**src/include/uoec_pkg.sv**
```systemverilog
// Package for the OUT endpoint configuration block: map, fields, types
package uoec_pkg;

  // Endpoint count and register geometry
  localparam int unsigned NUM_EP     = 7;
  localparam int unsigned ADDR_W     = 8;
  localparam int unsigned DATA_W     = 8;
  localparam int unsigned OFFS_W     = 12;
  localparam int unsigned SPACE_W    = 16;

  // Per-endpoint register block: 8 slots per endpoint, endpoint n at n*8
  localparam logic [2:0] SLOT_CONFIG = 3'h0;
  localparam logic [2:0] SLOT_XBASE  = 3'h1;
  localparam logic [2:0] SLOT_YBASE  = 3'h5;
  localparam logic [ADDR_W-1:0] EP_STRIDE = 8'h08;

  // Configuration field positions
  localparam int unsigned BIT_ENABLE = 7;
  localparam int unsigned BIT_ISO    = 6;
  localparam int unsigned BIT_TOGGLE = 5;
  localparam int unsigned BIT_DOUBLE_BUFFER_ENABLE   = 4;
  localparam int unsigned BIT_STALL  = 3;
  localparam int unsigned SIZE_HIGH_BITS_LSB   = 0;
  localparam int unsigned SIZE_HIGH_BITS_W     = 3;

  // Value after reset (the documented value is undefined; zero chosen)
  localparam logic [DATA_W-1:0] CONFIG_RESET = 8'h00;
  localparam logic [DATA_W-1:0] BASE_RESET   = 8'h00;

  // Buffer offset and isochronous count geometry
  localparam int unsigned ALIGN_BITS  = 4;
  localparam int unsigned CNT_LOW_W   = 7;
  localparam int unsigned ISO_CNT_W   = 10;

  // Decoded endpoint view toward the buffer manager
  typedef struct packed {
    logic                  access_en;
    logic                  iso;
    logic                  data1;
    logic                  double_buffer_enable;
    logic                  stall;
    logic [SIZE_HIGH_BITS_W-1:0]     size_high;
  } uoec_ep_view_t;

  // Handshake answer for a host access
  typedef enum logic [3:0] {
    UOEC_HS_NONE  = 4'h1,
    UOEC_HS_ACK   = 4'h2,
    UOEC_HS_STALL = 4'h4,
    UOEC_HS_IGN   = 4'h8
  } uoec_hs_t;

endpackage : uoec_pkg

```
**src/rtl/uoec_ep_regs.sv**
```systemverilog
// One OUT endpoint: configuration and base registers with toggle update
`timescale 1ns/1ps
module uoec_ep_regs
  import uoec_pkg::*;
(
  // Clock and reset
  input  wire logic              sys_clk_i,
  input  wire logic              rst_i,
  // Register writes
  input  wire logic              cfg_we_i,
  input  wire logic              xb_we_i,
  input  wire logic              yb_we_i,
  input  wire logic [DATA_W-1:0] wdata_i,
  // Toggle advance from the serial interface engine
  input  wire logic              pkt_done_i,
  // Register contents
  output logic [DATA_W-1:0]      cfg_o,
  output logic [DATA_W-1:0]      xb_o,
  output logic [DATA_W-1:0]      yb_o
);

  logic [DATA_W-1:0] cfg_q;
  logic [DATA_W-1:0] cfg_d;
  logic [DATA_W-1:0] xb_q;
  logic [DATA_W-1:0] yb_q;
  logic              flip;

  // Toggle flips only for a completed non-iso packet
  assign flip = pkt_done_i & cfg_q[BIT_ENABLE] & ~cfg_q[BIT_ISO];

  // Write loads the byte; hardware toggle flip wins a same-cycle write
  always_comb begin
    cfg_d = cfg_q;
    if (cfg_we_i) begin
      cfg_d = wdata_i;
    end
    if (flip) begin
      cfg_d[BIT_TOGGLE] = ~cfg_q[BIT_TOGGLE];
    end
  end

  // Storage, one config and two base bytes per endpoint
  always_ff @(posedge sys_clk_i) begin
    if (rst_i) begin
      cfg_q <= CONFIG_RESET;
      xb_q  <= BASE_RESET;
      yb_q  <= BASE_RESET;
    end else begin
      cfg_q <= cfg_d;
      if (xb_we_i) begin
        xb_q <= wdata_i;
      end
      if (yb_we_i) begin
        yb_q <= wdata_i;
      end
    end
  end

  assign cfg_o = cfg_q;
  assign xb_o  = xb_q;
  assign yb_o  = yb_q;

endmodule : uoec_ep_regs

```
**src/rtl/uoec_buf_sel.sv**
```systemverilog
// Buffer choice and address forming for the selected endpoint
`timescale 1ns/1ps
module uoec_buf_sel
  import uoec_pkg::*;
(
  // Decoded endpoint view and its base bytes
  input  uoec_ep_view_t          view_i,
  input  wire logic [DATA_W-1:0] xb_i,
  input  wire logic [DATA_W-1:0] yb_i,
  input  wire logic [SPACE_W-1:0] space_base_i,
  input  wire logic [CNT_LOW_W-1:0] cnt_low_i,
  // Results
  output logic                   use_y_o,
  output logic [OFFS_W-1:0]      offset_o,
  output logic [SPACE_W-1:0]     addr_o,
  output logic [ISO_CNT_W-1:0]   count_o
);

  logic [DATA_W-1:0] base_sel;

  // Y only when double buffered and DATA1 expected
  assign use_y_o  = view_i.double_buffer_enable & view_i.data1 & ~view_i.iso;
  assign base_sel = use_y_o ? yb_i : xb_i;
  // Base byte gives offset bits 11..4, low nibble zero
  assign offset_o = {base_sel, {ALIGN_BITS{1'b0}}};
  // Actual address is register space base plus offset
  assign addr_o   = space_base_i + SPACE_W'(offset_o);
  // Iso byte count: three high bits plus seven low bits
  assign count_o  = view_i.iso ? {view_i.size_high, cnt_low_i}
                               : ISO_CNT_W'(cnt_low_i);

endmodule : uoec_buf_sel

```
**src/rtl/uoec_top.sv**
```systemverilog
// OUT endpoint configuration and buffer placement for seven endpoints
//
// How it works
// - Seven endpoints, each own configuration byte.
// - Bit 7 enables buffer manager access.
// - Bit 6 picks iso, reinterprets low bits.
// - Bit 5 holds expected DATA0/DATA1 phase.
// - Single buffer mode uses X only.
// - Double buffer: DATA0 X, DATA1 Y.
// - Stall bit answers STALL to accesses of an enabled non-iso endpoint.
// - Iso bits 2..0 give size high.
// - Separate X and Y base registers.
// - Base byte is offset bits 11..4.
// - Low four offset bits forced zero.
// - Offset added to register space base.
// - Reset value undefined; software initialises (registers reset to zero here).
// - Iso byte count ten bits wide.
`timescale 1ns/1ps
module uoec_top
  import uoec_pkg::*;
#(
  parameter int unsigned EPS = NUM_EP
) (
  // Clock and reset
  input  wire logic                 sys_clk_i,
  input  wire logic                 rst_i,
  // Register port
  input  wire logic [ADDR_W-1:0]    reg_addr_i,
  input  wire logic [DATA_W-1:0]    reg_wdata_i,
  input  wire logic                 reg_we_i,
  input  wire logic                 reg_re_i,
  output logic [DATA_W-1:0]         reg_rdata_o,
  // Module register space base
  input  wire logic [SPACE_W-1:0]   space_base_i,
  // Host access from the serial interface engine
  input  wire logic                 host_req_i,
  input  wire logic [2:0]           host_ep_i,
  input  wire logic                 pkt_done_i,
  input  wire logic [CNT_LOW_W-1:0] cnt_low_i,
  // Buffer manager view of the addressed endpoint
  output logic                      bm_access_o,
  output logic                      bm_use_y_o,
  output logic [SPACE_W-1:0]        bm_addr_o,
  output logic [ISO_CNT_W-1:0]      bm_count_o,
  output uoec_hs_t                  hs_o,
  output logic [EPS-1:0]            double_buffer_enable_en_o
);

  ////////////////////////////////////////////////////////////////////////
  // Address decode

  logic [4:0]          sel_ep;
  logic [2:0]          sel_slot;
  logic                ep_hit;
  logic [2:0]          ep_idx;

  // Endpoint n (1..7) sits at n*8; index 0 and above 7 unmapped
  assign sel_ep   = reg_addr_i[7:3];
  assign sel_slot = reg_addr_i[2:0];
  assign ep_hit   = (sel_ep >= 5'h01) && (sel_ep <= 5'(EPS));
  assign ep_idx   = 3'(sel_ep - 5'h01);

  ////////////////////////////////////////////////////////////////////////
  // Per-endpoint registers

  logic [DATA_W-1:0]   cfg   [EPS];
  logic [DATA_W-1:0]   xb    [EPS];
  logic [DATA_W-1:0]   yb    [EPS];
  logic [2:0]          hep;
  logic                hep_ok;

  // Host endpoint number 1..7 maps to index 0..6
  assign hep    = host_ep_i - 3'h1;
  assign hep_ok = (host_ep_i != 3'h0) && (32'(host_ep_i) <= EPS);

  // One register set per endpoint, written only when addressed
  for (genvar g = 0; g < EPS; g++) begin : g_ep
    logic hit;
    assign hit = reg_we_i & ep_hit & (ep_idx == 3'(g));
    uoec_ep_regs u_regs (
      .sys_clk_i  (sys_clk_i),
      .rst_i      (rst_i),
      .cfg_we_i   (hit & (sel_slot == SLOT_CONFIG)),
      .xb_we_i    (hit & (sel_slot == SLOT_XBASE)),
      .yb_we_i    (hit & (sel_slot == SLOT_YBASE)),
      .wdata_i    (reg_wdata_i),
      .pkt_done_i (pkt_done_i & hep_ok & (hep == 3'(g))),
      .cfg_o      (cfg[g]),
      .xb_o       (xb[g]),
      .yb_o       (yb[g])
    );
    assign double_buffer_enable_en_o[g] = cfg[g][BIT_DOUBLE_BUFFER_ENABLE];
  end

  ////////////////////////////////////////////////////////////////////////
  // Read back

  logic [DATA_W-1:0]   rd_sel;
  logic [DATA_W-1:0]   rdata_q;

  // Unmapped slots and endpoints read zero
  assign rd_sel = !ep_hit                   ? 8'h00 :
                  (sel_slot == SLOT_CONFIG) ? cfg[ep_idx] :
                  (sel_slot == SLOT_XBASE)  ? xb[ep_idx] :
                  (sel_slot == SLOT_YBASE)  ? yb[ep_idx] : 8'h00;

  // Read data stands only in the cycle after the strobe
  always_ff @(posedge sys_clk_i) begin
    if (rst_i) begin
      rdata_q <= 8'h00;
    end else begin
      rdata_q <= reg_re_i ? rd_sel : 8'h00;
    end
  end
  assign reg_rdata_o = rdata_q;

  ////////////////////////////////////////////////////////////////////////
  // Field decode for the host-addressed endpoint

  logic [DATA_W-1:0]   hcfg;
  uoec_ep_view_t       view;

  assign hcfg            = hep_ok ? cfg[hep] : 8'h00;
  assign view.access_en  = hcfg[BIT_ENABLE];
  assign view.iso        = hcfg[BIT_ISO];
  // Non-iso fields read as zero in iso mode and vice versa
  assign view.data1      = ~hcfg[BIT_ISO] & hcfg[BIT_TOGGLE];
  assign view.double_buffer_enable       = ~hcfg[BIT_ISO] & hcfg[BIT_DOUBLE_BUFFER_ENABLE];
  assign view.stall      = ~hcfg[BIT_ISO] & hcfg[BIT_STALL];
  assign view.size_high  = hcfg[BIT_ISO] ?
                           hcfg[SIZE_HIGH_BITS_LSB +: SIZE_HIGH_BITS_W] : 3'h0;

  ////////////////////////////////////////////////////////////////////////
  // Buffer choice and address

  logic                use_y;
  logic [SPACE_W-1:0]  addr;
  logic [ISO_CNT_W-1:0] count;

  uoec_buf_sel u_sel (
    .view_i       (view),
    .xb_i         (hep_ok ? xb[hep] : 8'h00),
    .yb_i         (hep_ok ? yb[hep] : 8'h00),
    .space_base_i (space_base_i),
    .cnt_low_i    (cnt_low_i),
    .use_y_o      (use_y),
    .offset_o     (),
    .addr_o       (addr),
    .count_o      (count)
  );

  ////////////////////////////////////////////////////////////////////////
  // Handshake and registered outputs

  uoec_hs_t            hs_d;
  uoec_hs_t            hs_q;
  logic                acc_q;
  logic                use_y_q;
  logic [SPACE_W-1:0]  addr_q;
  logic [ISO_CNT_W-1:0] count_q;
  logic                acc_ok;

  // Inactive endpoint never reaches the buffer manager; stall beats access
  assign acc_ok = host_req_i & view.access_en & ~view.stall;
  assign hs_d   = !host_req_i      ? UOEC_HS_NONE  :
                  !view.access_en  ? UOEC_HS_IGN   :
                  view.stall       ? UOEC_HS_STALL :
                                     UOEC_HS_ACK;

  // Answer registered one cycle after the host request
  always_ff @(posedge sys_clk_i) begin
    if (rst_i) begin
      hs_q    <= UOEC_HS_NONE;
      acc_q   <= 1'b0;
      use_y_q <= 1'b0;
      addr_q  <= '0;
      count_q <= '0;
    end else begin
      hs_q    <= hs_d;
      acc_q   <= acc_ok;
      use_y_q <= acc_ok & use_y;
      addr_q  <= acc_ok ? addr : '0;
      count_q <= acc_ok ? count : '0;
    end
  end

  assign hs_o        = hs_q;
  assign bm_access_o = acc_q;
  assign bm_use_y_o  = use_y_q;
  assign bm_addr_o   = addr_q;
  assign bm_count_o  = count_q;

endmodule : uoec_top

```
**config.mk**
```make
export PLATFORM = sky130hd
export DESIGN_NAME = uoec_top
export DESIGN_NICKNAME = d
export VERILOG_FILES = /design/src/include/uoec_pkg.sv /design/src/rtl/uoec_ep_regs.sv /design/src/rtl/uoec_buf_sel.sv /design/src/rtl/uoec_top.sv
export SDC_FILE = /design/constraint.sdc
export NUM_CORES = 1
export LEC_CHECK = 0
export BUFFER_PORTS_ARGS = -buffer_cell sky130_fd_sc_hd__buf_2
export CAP_MARGIN = 20
export CORE_MARGIN = 5
export CORE_UTILIZATION = 30
export CTS_CLUSTER_SIZE = 40
export DETAILED_ROUTE_END_ITERATION = 8
export HOLD_SLACK_MARGIN = 0.02
export PLACE_DENSITY_LB_ADDON = 0.15
export SYNTH_ARGS = -nofsm -noshare
export SYNTH_HDL_FRONTEND = slang
export SYNTH_HIERARCHICAL = 1
export SYNTH_SLANG_ARGS = --single-unit
```
**constraint.sdc**
```tcl
create_clock -name sys_clk_i -period 7.2 [get_ports sys_clk_i]
set_input_delay 1.44 -clock sys_clk_i [delete_from_list [all_inputs] [get_ports sys_clk_i]]
set_output_delay 1.44 -clock sys_clk_i [all_outputs]
set_load 0.005 [all_outputs]
```
# --- Word level (Yosys, flattened, before mapping) ---
# Cells that the tools add are included.
totals:
  input_bits: 48
  output_inout_bits: 47
  register_bits: 208
classes:
  n_mux: 41
  magnitude_cmp: 4
  n_eq_ne: 14
  n_addsub: 3
  n_reduce_logical: 17
  bitwise: 83
ops:
  columns: ["cell", "n"]
  rows:
  - ["$mux 8", 19]
  - ["$bmux 8 s3", 6]
  - ["$and 1x1->1", 59]
  - ["$mux 6", 7]
  - ["$not 1->1", 22]
  - ["$eq 3x3->1 const B", 7]
  - ["$add 16x12->16", 1]
  - ["$reduce_bool 2->1", 7]
  - ["$eq 3x2->1 const B", 4]
  - ["$eq 3x1->1 const B", 3]
  - ["$logic_not 3->1", 3]
  - ["$ge 4x4->1 const B", 2]
  - ["$not 3->4", 2]
  - ["$mux 1", 7]
  - ["$reduce_or 3->1", 2]
  - ["$sub 3x1->3 const B", 2]
  - ["$ge 5x1->1 const B", 1]
  - ["$le 5x3->1 const B", 1]
  - ["$mux 4", 1]
  - ["$reduce_or 2->1", 2]
  - ["$reduce_or 4->1", 1]
  - ["$mux 3", 1]
  - ["$reduce_bool 3->1", 1]
  - ["$logic_and 1x1->1", 1]

# --- Longest topological paths before layout ---
logic_depth:
  word_depth: 12
  mapped_depth: 25

# --- Hierarchy ---
# Netlist, hierarchy kept.
by_module_without_submodules:
  columns: ["module", "cells_each", "n_inst", "seq_area_each_um2", "area_per_inst_um2"]
  rows:
  - ["uoec_ep_regs", 79, 7, 480.5, 873.3]
  - ["uoec_top", 478, 1, 800.8, 4554.4]
  - ["uoec_buf_sel", 101, 1, 0.0, 666.9]

# --- Worst setup path before layout ---
# OpenSTA, ideal clock, no wires.
synth_timing:
  kind: "in2reg"
  from: "input host_ep_i[0]"
  to: "register addr_q[14], in the netlist bm_addr_o[14]"
  arrival_ps: 5701
  stages: 25
  slack_ps: 1377
  cell_sequence: "buf_4 buf_6 buf_2 clkbuf_1 inv_1 ha_1 ha_1 clkbuf_1 nor2_1 a22oi_1 nand3_1 inv_1 nand3b_2 clkinv_1 nand2_1 nand2_1 ha_1 inv_1 fa_1 nor2b_4 o31a_1 o21ai_2 nor2_1 xor2_1 nor3b_2"
synth_via:
  elab_chain_len: 12
  elab_cells_between_ends: 28
  cone_classes: "2 x add/sub; 13 x mux; 11 x bitwise; 2 x reduce/logical"
synth_lines:
  columns: ["item", "line_no", "source"]
  rows:
  - ["start: declaration", "uoec_top.sv:37", "input wire logic [2:0] host_ep_i,"]
  - ["$sub 3x1->3", "uoec_top.sv:73", "assign hep = host_ep_i - 3'h1;"]
  - ["$not 3->4 (not written as such)", "uoec_top.sv:123", "assign hcfg = hep_ok ? cfg[hep] : 8'h00;"]
  - ["$bmux 8 s3", "uoec_top.sv:123", null]
  - ["$mux 8 (not written as such) (2 in series)", "uoec_top.sv:123", null]
  - ["$mux 8 (*)", "uoec_top.sv:123", null]
  - ["net hcfg[6]", "uoec_top.sv:120", "logic [DATA_W-1:0] hcfg;"]
  - ["$not 1->1 (no line) (*)", null, null]
  - ["$and 1x1->1 (on tied branches)", "uoec_top.sv:128, uoec_top.sv:127", null]
  - ["$and 1x1->1", "uoec_buf_sel.sv:22", "assign use_y_o = view_i.double_buffer_enable & view_i.data1 & ~view_i.iso;"]
  - ["$and 1x1->1 (*)", "uoec_buf_sel.sv:22", null]
  - ["net use_y", "uoec_top.sv:136", "logic use_y;"]
  - ["$mux 8 (*)", "uoec_buf_sel.sv:23", "assign base_sel = use_y_o ? yb_i : xb_i;"]
  - ["net u_sel.offset_o[4]", "uoec_buf_sel.sv:14", "output logic [OFFS_W-1:0] offset_o,"]
  - ["$add 16x12->16 (*)", "uoec_buf_sel.sv:27", "assign addr_o = space_base_i + SPACE_W'(offset_o);"]
  - ["net addr[14]", "uoec_top.sv:137", "logic [SPACE_W-1:0] addr;"]
  - ["end signal: assignment", "uoec_top.sv:182", "addr_q <= acc_ok ? addr : '0;"]
  - ["end: declaration", "uoec_top.sv:159", "logic [SPACE_W-1:0] addr_q;"]
# The timed path passes the listed nets; every way through them passes the cells marked *. The select of a mux whose other input is x is not followed.
# A chain may end at the register's enable or synchronous reset.

# --- Worst setup path after layout ---
layout_timing:
  from: "input host_ep_i[1]"
  to: "register addr_q[14], in the netlist bm_addr_o[14]"
# Same word-level chain as after synthesis.

==> metrics.txt <==
# TYPE chip_impl_metric gauge
chip_impl_metric{name="maximum_net_fanout_on_the_critical_path",unit=""} 43
chip_impl_info{name="timing.setup.critical_path_class",value="primary input to flop"} 1
chip_impl_metric{name="first_iter_violations",unit=""} 576
chip_impl_metric{name="synth-warning-count",unit=""} 6
chip_impl_metric{name="worst_hold_slack",unit="ns"} 0.517
chip_impl_metric{name="critical-path-max-stage-delay",unit="ns"} 0.60
chip_impl_metric{name="number_of_vias_after_detailed_routing",unit=""} 8769
chip_impl_info{name="hp-class",value="flop to flop"} 1
chip_impl_info{name="layout_common_cells",value="218 x nor2_1, 211 x mux2i_1, 208 x dfxtp_1, 93 x buf_2, 44 x mux2_2"} 1
chip_impl_info{name="status",value="finished clean"} 1
chip_impl_metric{name="upper_clock_frequency_limit",unit="MHz"} 186
chip_impl_metric{name="clkTransAtPathRegs",unit="ns"} 0.06
chip_impl_metric{name="totalNegativeSetupSlack",unit="ns"} 0
chip_impl_metric{name="netlist_area",unit="µm²"} 11300
chip_impl_metric{name="io_buffer_count",unit=""} 94
chip_impl_metric{name="numCtsBuffers",unit=""} 26
chip_impl_info{name="crit_slowest_cell",value="buf_4"} 1
chip_impl_metric{name="via_per_inst",unit=""} 5.12
chip_impl_metric{name="vdd.ir_drop.worst",unit="V"} 0.000156
chip_impl_metric{name="maxSlewViolCount",unit=""} 0
chip_impl_metric{name="p_leak",unit="nW"} 4.87
chip_impl_info{name="worst_hold_startpoint",value="g_ep[4].u_regs/xb_o[7]$_SDFFE_PP0P_"} 1
chip_impl_metric{name="vias_in_the_first_global_route",unit=""} 8670
chip_impl_metric{name="place.gp.congestion",unit=""} 0.887
chip_impl_metric{name="timing.clock.skew",unit="ns"} 0.0122
chip_impl_metric{name="routedWlPerCell",unit="µm"} 21.5
chip_impl_metric{name="final_critical_path_setup_slack",unit="ns"} 1.83
chip_impl_metric{name="maxCapViolations",unit=""} 0
chip_impl_metric{name="totalPowerFinal",unit="mW"} 2.98
chip_impl_metric{name="synthCells",unit=""} 1127
chip_impl_metric{name="avgSynthCellArea",unit="µm²"} 10.0
chip_impl_metric{name="drt-total-wl",unit="mm"} 36.9
chip_impl_metric{name="hpwl",unit="mm"} 25.1
chip_impl_metric{name="die_width",unit="µm"} 204
chip_impl_info{name="path_common_cell",value="inv_1"} 1
chip_impl_metric{name="h-tree-depth",unit=""} 1
chip_impl_metric{name="layout.cell_area.non_filler",unit="µm²"} 13100
chip_impl_metric{name="finalCriticalPeriod",unit="ns"} 5.37
chip_impl_metric{name="syn_nets",unit=""} 1195
chip_impl_info{name="critPathLaunch",value="host_ep_i[1]"} 1
chip_impl_metric{name="clkLatencyLatePin",unit="ns"} 0.55
chip_impl_metric{name="area.growth.synth_to_final",unit="%"} 15.6
chip_impl_metric{name="maximum_number_of_pins_on_one_net_before_global_route_repair",unit=""} 61
chip_impl_info{name="critPathTopFamily",value="buffers and inverters"} 1
chip_impl_metric{name="n_antenna_cell",unit=""} 0
chip_impl_info{name="cp-start-kind",value="primary input"} 1
chip_impl_info{name="cts_tree",value="built"} 1
chip_impl_metric{name="final_nets",unit=""} 1251
chip_impl_metric{name="grt_antenna_before_repair",unit=""} 0
chip_impl_info{name="critical_path.reg2reg.startpoint",value="g_ep[6].u_regs/cfg_o[6]$_SDFFE_PP0P_"} 1
chip_impl_info{name="rsz0062_at_grt",value="false"} 1
chip_impl_metric{name="worst_case_setup_slack_after_placement",unit="ns"} 1.26
chip_impl_info{name="worstPathCellList",value="buf_2 -> inv_1 -> ha_2 -> buf_4 -> nor2_1 -> a22oi_1 -> nand3_1 -> inv_1 -> nand3b_2 -> clkinv_1 -> nand2_1 -> nand2_1 -> ha_1 -> inv_1 -> fa_1 -> nor2b_4 -> o31a_1 -> o21ai_2 -> nor2_1 -> xor2_1 -> nor3b_2"} 1
chip_impl_metric{name="worstMarginPinSlew",unit="ns"} 1.09
chip_impl_metric{name="drt.antenna.violating_nets",unit=""} 0
chip_impl_metric{name="setup_viol",unit=""} 0
chip_impl_metric{name="final-hold-violation-count",unit=""} 0
chip_impl_metric{name="chipHeight",unit="µm"} 204
chip_impl_metric{name="worstPathRequired",unit="ns"} 7.63
chip_impl_metric{name="ctsHoldBuffers",unit=""} 0
chip_impl_metric{name="drt_pass1_iterations",unit=""} 5
chip_impl_metric{name="power.density",unit="nW/µm²"} 228
chip_impl_metric{name="worstPathBufferInverterCount",unit=""} 6
chip_impl_info{name="most_common_cell_after_layout_fill_and_taps_aside",value="nor2_1"} 1
chip_impl_metric{name="drc",unit=""} 0
chip_impl_metric{name="clockBufferDepth",unit=""} 3
chip_impl_metric{name="core.rowCount",unit=""} 71
chip_impl_info{name="ctsRootBufferMaster",value="clkbuf_16"} 1
chip_impl_metric{name="post_place_cell_area",unit="µm²"} 12000
chip_impl_metric{name="number_of_instances_resized_during_post_cts_repair",unit=""} 0
chip_impl_metric{name="post-route-period-util",unit="%"} 74.5
chip_impl_metric{name="drive_gt1_share",unit="%"} 23.7
chip_impl_metric{name="die-area",unit="µm²"} 41700
chip_impl_metric{name="core",unit="µm²"} 37400
chip_impl_metric{name="timing.slew.headroom",unit="%"} 26.8
chip_impl_metric{name="worst_ep_arrival_time",unit="ns"} 5.79
chip_impl_metric{name="initial_core_utilization",unit="%"} 30.2
chip_impl_metric{name="grt_overflow_total",unit=""} 0
chip_impl_metric{name="grt_first_pass_wirelength",unit="mm"} 56.3
chip_impl_metric{name="io_pins",unit=""} 95
chip_impl_metric{name="gr-usage-all-layers",unit="%"} 17.4
chip_impl_info{name="element_type_at_the_critical_path_end",value="flop"} 1
chip_impl_metric{name="clock_sinks",unit=""} 208
chip_impl_metric{name="post_cts.repair.setup_buffers",unit=""} 0
-- state kept, by name, indices dropped and copies added, names as in the netlist --
register / cells
hs_o: 4
bm_access_o: 1
g_ep.u_regs/yb_o: 56
g_ep.u_regs/xb_o: 56
bm_use_y_o: 1
bm_count_o: 10
g_ep.u_regs/cfg_o: 56
reg_rdata_o: 8
bm_addr_o: 16
-- final cells by class --
type                    count  area [µm²]
flip-flops and latches    208        4160
clock inverters            15         274
well taps                 511         639
multi-input cells         808        6500
clock buffers              32         703
repair buffers            127         739
fillers                  3847       24300
inverters                  12        45.0
-- power by group --
part           switching, mW  internal, mW  leakage, nW
combinational          0.214         0.117         2.72
clock                  0.543         0.945        0.472
sequential           0.00232          1.16         1.68
-- metrics by stage --
step / utilization [%] / instances
global route: 34.9 / 1713
global placement: 32.1 / 1658
finish: 34.9 / 1713
CTS: 34.8 / 1708
floorplan: - / 1127
detailed placement: 32.2 / 1661
-- final timing paths --
check / slack [ns] / endpoint / depth (start not counted)
max: 1.83 / bm_addr_o[14]$_SDFF_PP0_ / 21
min: 0.52 / g_ep[4].u_regs/xb_o[7]$_SDFFE_PP0P_ / 2
max reg2reg: 3.52 / bm_addr_o[14]$_SDFF_PP0_ / 17
min reg2reg: 0.52 / g_ep[4].u_regs/xb_o[7]$_SDFFE_PP0P_ / 2
-- worst register-to-register path, cell delays in order, from the launching register on --
cell and delay (ns):
dfxtp_1 0.34, mux2_4 0.28, a221o_1 0.36, a21o_1 0.23, nor3_1 0.24, nand3b_2 0.25, clkinv_1 0.23, nand2_1 0.07
nand2_1 0.09, ha_1 0.16, inv_1 0.06, fa_1 0.46, nor2b_4 0.13, o31a_1 0.19, o21ai_2 0.10, nor2_1 0.12
xor2_1 0.14, nor3b_2 0.16
-- metal layers --
| layer | global-route usage, % | share of wire, % | vias up |
|---|---|---|---|
| li1 | - | - | 4193 |
| met3 | 2.63 | 5.1 | 54 |
| met1 | 24.9 | 48 | 4294 |
| met5 | 0 | 0 | - |
| met4 | 5.50 | 2.9 | 0 |
| met2 | 27.0 | 44 | 228 |
No activity file was read; power rests on OpenSTA's default activity.
